===== config.mk =====
export PLATFORM = sky130hd
export DESIGN_NAME = sorf_top
export DESIGN_NICKNAME = d
export VERILOG_FILES = /design/src/common/sorf_pkg.sv /design/src/verilog/sorf_top.sv /design/src/verilog/sorf_block.sv
export VERILOG_INCLUDE_DIRS = /design/src /design/src/common
export SDC_FILE = /design/constraint.sdc
export NUM_CORES = 1
export LEC_CHECK = 0
export BUFFER_PORTS_ARGS = -buffer_cell sky130_fd_sc_hd__clkbuf_2
export CAP_MARGIN = 20
export CORE_MARGIN = 1.5
export CORE_UTILIZATION = 61
export DETAILED_ROUTE_END_ITERATION = 8
export HOLD_SLACK_MARGIN = 0.15
export PLACE_DENSITY = 0.81
export SKIP_CTS_REPAIR_TIMING = 1
export SLEW_MARGIN = 25
export SYNTH_ARGS = -nofsm -noshare
export SYNTH_HDL_FRONTEND = slang
export SYNTH_SLANG_ARGS = --single-unit

===== constraint.sdc =====
create_clock -name pclk -period 4.3 [get_ports pclk]
set_input_delay 0.86 -clock pclk [delete_from_list [all_inputs] [get_ports pclk]]
set_output_delay 0.86 -clock pclk [all_outputs]
set_load 0.01 [all_outputs]

===== src/common/sorf_regs.svh =====
// register map, field positions and timing constants of the safety output block
`ifndef SORF_REGS_SVH
`define SORF_REGS_SVH
`define SORF_AW 12
`define SORF_NBLK 4
`define SORF_NPAIR 2
`define SORF_ADDR_CTRL 12'h000
`define SORF_ADDR_CFG0 12'h004
`define SORF_ADDR_STEP 12'h004
`define SORF_ADDR_STAT 12'h014
`define SORF_CTRL_RST 2'h0
`define SORF_CFG_RST 32'h0000_0000
`define SORF_LAYOUT_HI 1
`define SORF_LAYOUT_LO 0
`define SORF_CFG_MANUAL 0
`define SORF_CFG_MONITOR 1
`define SORF_CFG_KTIME 2
`define SORF_CFG_FBK_UNC 3
`define SORF_CFG_INVERT 4
`define SORF_CFG_NO_TP 5
`define SORF_CFG_ERR_EN 6
`define SORF_CFG_STAT_EN 7
`define SORF_CFG_SEL_HI 9
`define SORF_CFG_SEL_LO 8
`define SORF_CFG_WIN_HI 31
`define SORF_CFG_WIN_LO 16
`define SORF_MASK_FOUR 4'hF
`define SORF_MASK_TWO 4'h3
`define SORF_MASK_MIXED 4'h7
`define SORF_MASK_NONE 4'h0
`define SORF_CLK_HZ 100000000
`define SORF_TICK_MS 1
`define SORF_MS_CYCLES (`SORF_CLK_HZ / 1000 * `SORF_TICK_MS)
`define SORF_FBK_RETURN_S 10
`define SORF_FBK_RETURN_MS (`SORF_FBK_RETURN_S * 1000)
`define SORF_FLASH_MS 250
`define SORF_TP_PERIOD_MS 40
`define SORF_TP_DIP_NS 400
`define SORF_TP_DIP_CYC (`SORF_TP_DIP_NS * (`SORF_CLK_HZ / 1000000) / 1000)
`endif


===== src/common/sorf_pkg.sv =====
// types shared by the safety output block files
package sorf_pkg;
    typedef enum logic [1:0] {
        ST_OFF = 2'b00,
        ST_WAIT_RISE = 2'b01,
        ST_WAIT_FALL = 2'b10,
        ST_ON = 2'b11
    } sorf_state_e;
    typedef enum logic [1:0] {
        LAY_FOUR = 2'b00,
        LAY_TWO_DOUBLE = 2'b01,
        LAY_MIXED = 2'b10,
        LAY_BAD = 2'b11
    } sorf_layout_e;
    typedef logic [15:0] sorf_ms_t;
endpackage


===== src/verilog/sorf_top.sv =====
// safety output stage: four output blocks, terminals, test pulses, apb registers
//
// Summary of operation
// - outputs active while input true, else off
// - manual restart needed after each input fall
// - manual restart accepts only low-to-high transition
// - monitored restart needs low-high-low sequence
// - feedback must drop within window, else error
// - fault lamp flashes on error, else off
// - power-on check: feedback held high
// - feedback error latched until power cycle
// - error report true when feedback error detected
// - report cleared by power cycle or operator
// - status tap shows current output state
// - layouts: four single, two double, mixed
// - terminal used only when restart or monitoring
// - several blocks may share one restart terminal
// - logic input may be inverted
// - test pulses disabled: no dips, safety lost
// - configuration selects the restart terminal
// - unused terminals become ordinary inputs
`timescale 1ns/1ps
`include "sorf_regs.svh"
module sorf_top #(
    parameter int MS_CYCLES = `SORF_MS_CYCLES
) (
    // clock and reset
    input wire logic pclk,
    input wire logic presetn,
    // apb slave
    input wire logic psel,
    input wire logic penable,
    input wire logic pwrite,
    input wire logic [`SORF_AW-1:0] paddr,
    input wire logic [31:0] pwdata,
    output logic [31:0] prdata,
    output logic pready,
    output logic pslverr,
    // schematic side
    input wire logic [`SORF_NBLK-1:0] logic_in,
    input wire logic reset_operator,
    output logic [`SORF_NBLK-1:0] status_tap,
    output logic [`SORF_NBLK-1:0] error_out,
    output logic [`SORF_NBLK-1:0] spare_input,
    // terminals
    input wire logic [`SORF_NBLK-1:0] rf_pin,
    output logic [`SORF_NPAIR-1:0] channel_a_output,
    output logic [`SORF_NPAIR-1:0] channel_b_output,
    output logic [`SORF_NPAIR-1:0] fault_lamp
);
    localparam int NB = `SORF_NBLK;
    localparam int NP = `SORF_NPAIR;

    // configuration and apb state
    sorf_pkg::sorf_layout_e layout_r;
    logic [31:0] cfg_r [NB];
    logic [31:0] prdata_r;
    logic [31:0] rd_data;

    // synchroniser, timebase, test pulse
    logic [NB-1:0] rf_meta_r, rf_s_r;
    logic [16:0] ms_cnt_r;
    logic ms_tick_r;
    logic [15:0] flash_cnt_r, tp_cnt_r;
    logic blink_r;
    logic [7:0] dip_cnt_r;
    logic dip_r;
    logic por_done_r;

    // output registers
    logic [NB-1:0] ch_r, stat_r, err_out_r, spare_r;
    logic [NP-1:0] lamp_r;

    // per block signals
    wire [NB-1:0] manual, monitored, ktime, fbk_unc, invert, no_tp, err_en, stat_en;
    wire [NB-1:0] blk_active, b_uses, rf_blk;
    wire [NB-1:0] b_on, b_err, b_wait, b_rep, b_lamp;
    wire [NB-1:0] ch_nxt, ch_lamp;
    wire [NP-1:0] lamp_nxt;
    wire [NB-1:0] hit_cfg;
    logic [NB-1:0] used_term;
    logic [1:0] own [NB];

    // apb decode
    wire setup = psel & ~penable;
    wire access = psel & penable;
    wire hit_ctrl = (paddr == `SORF_ADDR_CTRL);
    wire hit_stat = (paddr == `SORF_ADDR_STAT);
    wire hit_any = hit_ctrl | hit_stat | (|hit_cfg);
    wire wr_en = access & pwrite;
    wire por_check = ms_tick_r & ~por_done_r;
    wire ms_wrap = (ms_cnt_r == 17'(MS_CYCLES - 1));
    wire flash_wrap = (flash_cnt_r == 16'(`SORF_FLASH_MS - 1));
    wire tp_wrap = (tp_cnt_r == 16'(`SORF_TP_PERIOD_MS - 1));
    wire [31:0] stat_word = {12'h000, b_rep, no_tp, b_wait, b_err, b_on};

    // layout decode
    wire lay_four = (layout_r == sorf_pkg::LAY_FOUR);
    wire lay_two = (layout_r == sorf_pkg::LAY_TWO_DOUBLE);
    wire lay_mix = (layout_r == sorf_pkg::LAY_MIXED);

    // a bad layout code disables every block rather than guessing a mapping
    assign blk_active = lay_four ? `SORF_MASK_FOUR :
                        lay_two ? `SORF_MASK_TWO :
                        lay_mix ? `SORF_MASK_MIXED : `SORF_MASK_NONE;

    // block owning each physical channel
    always_comb begin
        own[0] = 2'h0;
        own[1] = lay_two ? 2'h0 : 2'h1;
        own[2] = lay_two ? 2'h1 : 2'h2;
        own[3] = lay_four ? 2'h3 : (lay_two ? 2'h1 : 2'h2);
    end

    genvar gi;
    generate
        for (gi = 0; gi < NB; gi++) begin : g_blk
            wire [`SORF_AW-1:0] cfg_addr = `SORF_ADDR_CFG0 + `SORF_ADDR_STEP * 12'(gi);
            wire [1:0] sel = cfg_r[gi][`SORF_CFG_SEL_HI:`SORF_CFG_SEL_LO];
            assign hit_cfg[gi] = (paddr == cfg_addr);
            assign manual[gi] = cfg_r[gi][`SORF_CFG_MANUAL];
            assign monitored[gi] = cfg_r[gi][`SORF_CFG_MONITOR];
            assign ktime[gi] = cfg_r[gi][`SORF_CFG_KTIME];
            assign fbk_unc[gi] = cfg_r[gi][`SORF_CFG_FBK_UNC];
            assign invert[gi] = cfg_r[gi][`SORF_CFG_INVERT];
            assign no_tp[gi] = cfg_r[gi][`SORF_CFG_NO_TP];
            assign err_en[gi] = cfg_r[gi][`SORF_CFG_ERR_EN];
            assign stat_en[gi] = cfg_r[gi][`SORF_CFG_STAT_EN];
            // several blocks may name the same terminal
            assign rf_blk[gi] = rf_s_r[sel];
            assign b_uses[gi] = blk_active[gi] & (manual[gi] | ktime[gi] | ~fbk_unc[gi]);

            sorf_block u_blk (
                .pclk(pclk),
                .presetn(presetn),
                .active(blk_active[gi]),
                .manual(manual[gi]),
                .monitored(monitored[gi]),
                .ktime(ktime[gi]),
                .fbk_unc(fbk_unc[gi]),
                .invert(invert[gi]),
                .window_ms(cfg_r[gi][`SORF_CFG_WIN_HI:`SORF_CFG_WIN_LO]),
                .logic_in(logic_in[gi]),
                .rf_level(rf_blk[gi]),
                .sys_clear(reset_operator),
                .ms_tick(ms_tick_r),
                .blink(blink_r),
                .por_check(por_check),
                .out_on(b_on[gi]),
                .err(b_err[gi]),
                .waiting(b_wait[gi]),
                .err_report(b_rep[gi]),
                .lamp(b_lamp[gi])
            );
        end
    endgenerate

    // terminals claimed by any block
    always_comb begin
        used_term = '0;
        for (int b = 0; b < NB; b++) begin
            if (b_uses[b]) begin
                used_term[cfg_r[b][`SORF_CFG_SEL_HI:`SORF_CFG_SEL_LO]] = 1'b1;
            end
        end
    end

    genvar gc;
    generate
        for (gc = 0; gc < NB; gc++) begin : g_ch
            // both channels of a double block dip together
            assign ch_nxt[gc] = b_on[own[gc]] & ~(dip_r & ~no_tp[own[gc]]);
            assign ch_lamp[gc] = b_lamp[own[gc]];
        end
        for (gc = 0; gc < NP; gc++) begin : g_pair
            assign lamp_nxt[gc] = ch_lamp[2 * gc] | ch_lamp[2 * gc + 1];
            assign channel_a_output[gc] = ch_r[2 * gc];
            assign channel_b_output[gc] = ch_r[2 * gc + 1];
            assign fault_lamp[gc] = lamp_r[gc];
        end
    endgenerate

    // register read mux
    always_comb begin
        rd_data = 32'h0000_0000;
        if (hit_ctrl) begin
            rd_data = 32'(layout_r);
        end
        if (hit_stat) begin
            rd_data = stat_word;
        end
        for (int i = 0; i < NB; i++) begin
            if (hit_cfg[i]) begin
                rd_data = cfg_r[i];
            end
        end
    end

    // apb registers; read data captured in setup so the access phase has no wait
    always_ff @(posedge pclk or negedge presetn) begin
        if (!presetn) begin
            layout_r <= sorf_pkg::sorf_layout_e'(`SORF_CTRL_RST);
            prdata_r <= 32'h0000_0000;
        end else begin
            if (wr_en & hit_ctrl) begin
                layout_r <= sorf_pkg::sorf_layout_e'(pwdata[`SORF_LAYOUT_HI:`SORF_LAYOUT_LO]);
            end
            if (setup) begin
                prdata_r <= rd_data;
            end
        end
    end

    always_ff @(posedge pclk or negedge presetn) begin
        if (!presetn) begin
            for (int i = 0; i < NB; i++) begin
                cfg_r[i] <= `SORF_CFG_RST;
            end
        end else begin
            for (int i = 0; i < NB; i++) begin
                if (wr_en & hit_cfg[i]) begin
                    cfg_r[i] <= pwdata;
                end
            end
        end
    end

    assign prdata = prdata_r;
    assign pready = 1'b1;
    assign pslverr = access & ~hit_any;

    // terminal synchroniser
    always_ff @(posedge pclk or negedge presetn) begin
        if (!presetn) begin
            // terminals idle at supply; a low reset value would fake a restart rise
            rf_meta_r <= '1;
            rf_s_r <= '1;
        end else begin
            rf_meta_r <= rf_pin;
            rf_s_r <= rf_meta_r;
        end
    end

    // millisecond tick for feedback windows
    always_ff @(posedge pclk or negedge presetn) begin
        if (!presetn) begin
            ms_cnt_r <= '0;
            ms_tick_r <= 1'b0;
        end else begin
            ms_cnt_r <= ms_wrap ? 17'h00000 : ms_cnt_r + 17'h00001;
            ms_tick_r <= ms_wrap;
        end
    end

    // power-on feedback check runs once, on the first tick
    always_ff @(posedge pclk or negedge presetn) begin
        if (!presetn) begin
            por_done_r <= 1'b0;
        end else if (ms_tick_r) begin
            por_done_r <= 1'b1;
        end
    end

    // lamp flash rate
    always_ff @(posedge pclk or negedge presetn) begin
        if (!presetn) begin
            flash_cnt_r <= '0;
            blink_r <= 1'b0;
        end else if (ms_tick_r) begin
            flash_cnt_r <= flash_wrap ? 16'h0000 : flash_cnt_r + 16'h0001;
            blink_r <= blink_r ^ flash_wrap;
        end
    end

    // periodic voltage dip; short enough that loads do not drop out
    always_ff @(posedge pclk or negedge presetn) begin
        if (!presetn) begin
            tp_cnt_r <= '0;
            dip_cnt_r <= '0;
            dip_r <= 1'b0;
        end else begin
            if (ms_tick_r) begin
                tp_cnt_r <= tp_wrap ? 16'h0000 : tp_cnt_r + 16'h0001;
            end
            if (ms_tick_r & tp_wrap) begin
                dip_cnt_r <= 8'(`SORF_TP_DIP_CYC);
            end else if (dip_cnt_r != 8'h00) begin
                dip_cnt_r <= dip_cnt_r - 8'h01;
            end
            dip_r <= (dip_cnt_r != 8'h00);
        end
    end

    // output registers
    always_ff @(posedge pclk or negedge presetn) begin
        if (!presetn) begin
            ch_r <= '0;
            stat_r <= '0;
            err_out_r <= '0;
            spare_r <= '0;
            lamp_r <= '0;
        end else begin
            ch_r <= ch_nxt;
            stat_r <= b_on & stat_en;
            err_out_r <= b_rep & err_en;
            spare_r <= rf_s_r & ~used_term;
            lamp_r <= lamp_nxt;
        end
    end

    assign status_tap = stat_r;
    assign error_out = err_out_r;
    assign spare_input = spare_r;
endmodule // sorf_top


===== src/verilog/sorf_block.sv =====
// one output block: restart modes, feedback timing, error latch and report
`timescale 1ns/1ps
`include "sorf_regs.svh"
module sorf_block (
    // clock and reset
    input wire logic pclk,
    input wire logic presetn,
    // configuration
    input wire logic active,
    input wire logic manual,
    input wire logic monitored,
    input wire logic ktime,
    input wire logic fbk_unc,
    input wire logic invert,
    input wire sorf_pkg::sorf_ms_t window_ms,
    // schematic input, terminal level, reset operator
    input wire logic logic_in,
    input wire logic rf_level,
    input wire logic sys_clear,
    // timebase
    input wire logic ms_tick,
    input wire logic blink,
    input wire logic por_check,
    // results
    output logic out_on,
    output logic err,
    output logic waiting,
    output logic err_report,
    output logic lamp
);
    sorf_pkg::sorf_state_e state_r, state_nxt;
    sorf_pkg::sorf_ms_t tmr_cnt_r;
    logic rf_prev_r, on_prev_r, err_r, report_r, tmr_run_r;

    wire go = active & (logic_in ^ invert) & ~err_r;
    wire rf_rise = rf_level & ~rf_prev_r;
    wire rf_fall = ~rf_level & rf_prev_r;
    wire use_fbk = active & ~fbk_unc;
    wire on_now = (state_r == sorf_pkg::ST_ON);
    // window opens at switch-on with time monitoring, at switch-off without
    wire tmr_start = ktime ? (on_now & ~on_prev_r) : (~on_now & on_prev_r);
    wire tmr_done = ktime ? (~rf_level | ~on_now) : (rf_level | on_now);
    wire [15:0] tmr_limit = ktime ? window_ms : 16'(`SORF_FBK_RETURN_MS);
    wire tmr_fail = tmr_run_r & ~tmr_done & ms_tick & (tmr_cnt_r >= tmr_limit);
    wire por_fail = por_check & ~ktime & ~rf_level;
    wire fail = use_fbk & (tmr_fail | por_fail);

    always_comb begin
        state_nxt = state_r;
        unique case (state_r)
            sorf_pkg::ST_OFF: begin
                if (go) begin
                    state_nxt = manual ? sorf_pkg::ST_WAIT_RISE : sorf_pkg::ST_ON;
                end
            end
            sorf_pkg::ST_WAIT_RISE: begin
                if (!go) begin
                    state_nxt = sorf_pkg::ST_OFF;
                end else if (rf_rise) begin
                    state_nxt = monitored ? sorf_pkg::ST_WAIT_FALL : sorf_pkg::ST_ON;
                end
            end
            sorf_pkg::ST_WAIT_FALL: begin
                if (!go) begin
                    state_nxt = sorf_pkg::ST_OFF;
                end else if (rf_fall) begin
                    state_nxt = sorf_pkg::ST_ON;
                end
            end
            sorf_pkg::ST_ON: begin
                if (!go) begin
                    state_nxt = sorf_pkg::ST_OFF;
                end
            end
        endcase
    end

    // previous sample resets high so a held button is no restart after power-up
    always_ff @(posedge pclk or negedge presetn) begin
        if (!presetn) begin
            state_r <= sorf_pkg::ST_OFF;
            rf_prev_r <= 1'b1;
            on_prev_r <= 1'b0;
            err_r <= 1'b0;
            report_r <= 1'b0;
            tmr_run_r <= 1'b0;
            tmr_cnt_r <= '0;
        end else begin
            state_r <= state_nxt;
            rf_prev_r <= rf_level;
            on_prev_r <= on_now;
            err_r <= err_r | fail;
            report_r <= fail | (report_r & ~sys_clear);
            if (tmr_start) begin
                tmr_run_r <= 1'b1;
                tmr_cnt_r <= '0;
            end else if (tmr_done | tmr_fail) begin
                tmr_run_r <= 1'b0;
            end else if (ms_tick) begin
                tmr_cnt_r <= tmr_cnt_r + 16'h0001;
            end
        end
    end

    assign out_on = on_now;
    assign err = err_r;
    assign waiting = (state_r == sorf_pkg::ST_WAIT_RISE) | (state_r == sorf_pkg::ST_WAIT_FALL);
    assign err_report = report_r;
    assign lamp = err_r & blink;
endmodule // sorf_block


==> flow_summary.ini <==
[timing]
tns_ps = 0
rsz0062_at_grt = no
worst_pin_slew_ps = 1030
worst_max_slew_margin_expressed_relative_to_the_limit = 0.312
fin_skew_ps = 15.4
number_of_endpoints_failing_setup_at_the_final_stage = 0
final.period_utilization = 0.780
fin_crit_ps = 3350
timing.final.hold_violations = 0
clock.fmax_mhz = 298
final_slew_violations = 0

[final_layout]
sequential_cell_area_mm2 = 0.00855
multi_input_gate_area_in_the_final_layout_mm2 = 0.00884
area_delta_synth_final_pct = 13.0
final_design_area_no_fill_mm2 = 0.0202
antenna-diode-count = 0
filler_cell_count = 2051
post-route-util = 0.701
final_cells = 2216
drive_gt1_frac = 0.204
final_net_count = 1949

[logic_synthesis]
synthAdderAreaFrac = 0.0624
synth_sequential_area_ratio = 0.479
number_of_flops_mapped_to_enable_cells_by_yosys = 0
synthDominantAreaCellType = sky130_fd_sc_hd__dfrtp_1
yosysMostFrequentCell = sky130_fd_sc_hd__dfrtp_1
syn_area_mm2 = 0.0179
synth-compound-area-share = 0.127
synthDominantCellAreaShare = 0.461
synthFlopType = sky130_fd_sc_hd__dfrtp_1
syn_avg_cell_area_um2 = 10.4
synth.cells.most_frequent = 329 x sky130_fd_sc_hd__dfrtp_1, 161 x sky130_fd_sc_hd__nand2_1, 130 x sky130_fd_sc_hd__mux2_2
async_reset_ff_frac = 1.00
ys_ff_latch = 341
ys_top_cells_by_area = sky130_fd_sc_hd__dfrtp_1 46%, sky130_fd_sc_hd__mux2_2 8.2%, sky130_fd_sc_hd__ha_1 6.2%
fraction_of_synthesized_area_in_multiplexers = 0.111
post_synth_and_or_nand_nor_area_fraction = 0.168
area_share_of_xor_xnor_cells_in_the_synthesized_design = 0.0235
yosys_warnings = 0
syn_inst = 1712
main_combinational_cell_family_by_area_after_synthesis = simple AND/OR/NAND/NOR gates
syn-num-nets = 1859
synth.distinct_cells = 75

[setup_path]
worst_setup_path_endpoint = g_blk[2].u_blk.tmr_cnt_r[15]
crit_path_max_delay_cell_type = sky130_fd_sc_hd__dfrtp_1
arrival_ps = 3790
startpoint_type = flip-flop
crit-reg2reg-capture = g_blk[2].u_blk.tmr_cnt_r[15]
endpoint_kind = flip-flop
path_class = flip-flop to flip-flop
timing.critical_path.max_delay_family = compound AO/OA/AOI/OAI gates
critPathLaunch = cfg_r[34]
path_cells = nand2_1 > ha_1 > a211o_1 > a31oi_1 > o221ai_1 > a211o_4 > or4_1 > a21oi_1
critical_path_peak_fanout = 26
critical_path_depth = 8
required_ps = 4730
r2r_slack_ps = 950
critPathMaxStageDelay_ps = 870
path_buf_inv = 0
r2r_start = cfg_r[34]
rr_worst_depth = 8

[placed_design]
numPortBuffers = 108
placedCellCount = 2146
placed_area_mm2 = 0.0188
gp_congestion = 0.925
hpwl_detailed_um = 31900

[detailed_routing]
detailedRoute.firstPassIterationCount = 5
wire_per_inst_um = 20.5
drt_first_iter_violations = 1403
vias_per_cell = 6.40
num_vias = 14200
final_antenna_net_count = 0
detail_route.drc_violations = 0
routed_wl_um = 45400

[floorplan]
rows = 62
floorplan.core_area_mm2 = 0.0288
die_area_mm2 = 0.0303
dieHeight_um = 174
width_of_the_chip_um = 174
io_pins = 110
initial_utilization = 0.620

[job]
max_cap_violations = 0

[grt]
groute.usage.overall = 0.300
grt_first_pass_wirelength_um = 72800
grt_remaining_overflow = 0
grt_start_max_net_pins = 104
first_global_vias = 13900
antenna_found_initial = 0

[clocking]
clkTransAtPathRegs_ps = 60
ctsHtreeMaxLevel = 2
clock_path_buffers = 3
number_of_cts_inserted_buffers = 38
cts_tree = done
cts-root-buf = sky130_fd_sc_hd__clkbuf_16
clk-insertion-delay-late_ps = 540
tritoncts_num_sinks = 341

[pwr]
sequentialPowerShare = 0.440
power_density_mw_per_mm2 = 381
power.net_switching_uw = 1950
power.share.switching = 0.254
share_clk_of_total_power = 0.455
p_int_uw = 5730
p_comb_frac = 0.105
p_leak_uw = 0.00938
vdd_ir_drop_max_uv = 287

[worst_hold_path]
hp-class = flip-flop to flip-flop

[outcome]
status = finished, final reports clean
-- routing by layer --
metal / routed length [um] / vias up / global-route usage
met1: 18600 / 7048 / 0.403
met5: 0 / - / 0
met4: 1400 / 0 / 0.108
met3: 3220 / 120 / 0.0427
li1: - / 6435 / -
met2: 22200 / 578 / 0.501
-- cell type report --
type                       count  share of cell area
multi-input combinational   1246               0.438
tap                          384              0.0238
sequential                   341               0.424
clock buffer                  47              0.0528
clock inverter                23              0.0153
inverter                      45             0.00838
timing repair buffer         130              0.0374
-- cells in the final DEF, fill, tap and decap left out, drive strengths merged, types with 14 or more instances in the layout --
cell / instances
nand4: 30
mux2: 130
and2: 23
nor2b: 25
dfrtp: 329
inv: 48
or3: 27
buf: 23
nand2b: 32
or4: 28
nand2: 162
a21oi: 92
ha: 89
o21ai: 58
o31ai: 36
mux2i: 43
xor2: 16
nor2: 115
o22ai: 21
a211oi: 14
clkbuf: 154
nor3: 23
and3: 21
nand3: 56
a221oi: 26
a31oi: 22
xnor2: 32
-- worst min-delay path by stage --
| stage | from | to | slack [ps] | cells after the start |
|---|---|---|---|---|
| finish | rf_meta_r[3] | rf_s_r[3] | 350 | 0 |
| floorplan | rf_meta_r[0] | rf_s_r[0] | 350 | 0 |
| global route | rf_meta_r[2] | rf_s_r[2] | 360 | 0 |
| CTS | rf_meta_r[3] | rf_s_r[3] | 350 | 0 |
| global placement | rf_meta_r[0] | rf_s_r[0] | 350 | 0 |
| detailed placement | rf_meta_r[3] | rf_s_r[3] | 350 | 0 |
-- power by group through the flow --
| stage | sequential (uW) | combinational [uW] | clock (uW) |
|---|---|---|---|
| finish | 3390 | 805 | 3500 |
| global route | 3390 | 885 | 3680 |
| CTS | 3380 | 798 | 3530 |
| detailed placement | 3440 | 790 | 0 |
| global placement | 3430 | 760 | 0 |
| floorplan | 3430 | 466 | 0 |
-- cell families after synthesis --
family / count (synthesis)
buf+inv: 125
mux: 177
xor+xnor: 48
simple gates: 591
fa+ha+maj: 89
other cells: 1
flops: 341
compound gates: 340
-- per-stage QoR --
stage / hold slack (ps) / total power, uW / setup slack [ps]
global route: 358 / 7950 / 831
floorplan: 345 / 3900 / 1220
global placement: 346 / 4190 / 947
detailed placement: 347 / 4230 / 863
finish: 352 / 7690 / 947
CTS: 352 / 7720 / 1050
-- state kept, by name, indices dropped and copies added (netlist names), 2 cells and up --
name	flops
cfg_r	128
ch_r	4
dip_cnt_r	8
error_out	4
fault_lamp	2
flash_cnt_r	16
g_blk.u_blk.err	4
g_blk.u_blk.err_report	4
g_blk.u_blk.on_prev_r	4
g_blk.u_blk.rf_prev_r	4
g_blk.u_blk.state_r	8
g_blk.u_blk.tmr_cnt_r	64
g_blk.u_blk.tmr_run_r	4
layout_r	2
ms_cnt_r	17
prdata	32
rf_meta_r	4
rf_s_r	4
spare_input	4
status_tap	4
tp_cnt_r	16
(Power assumes the default switching activity.)
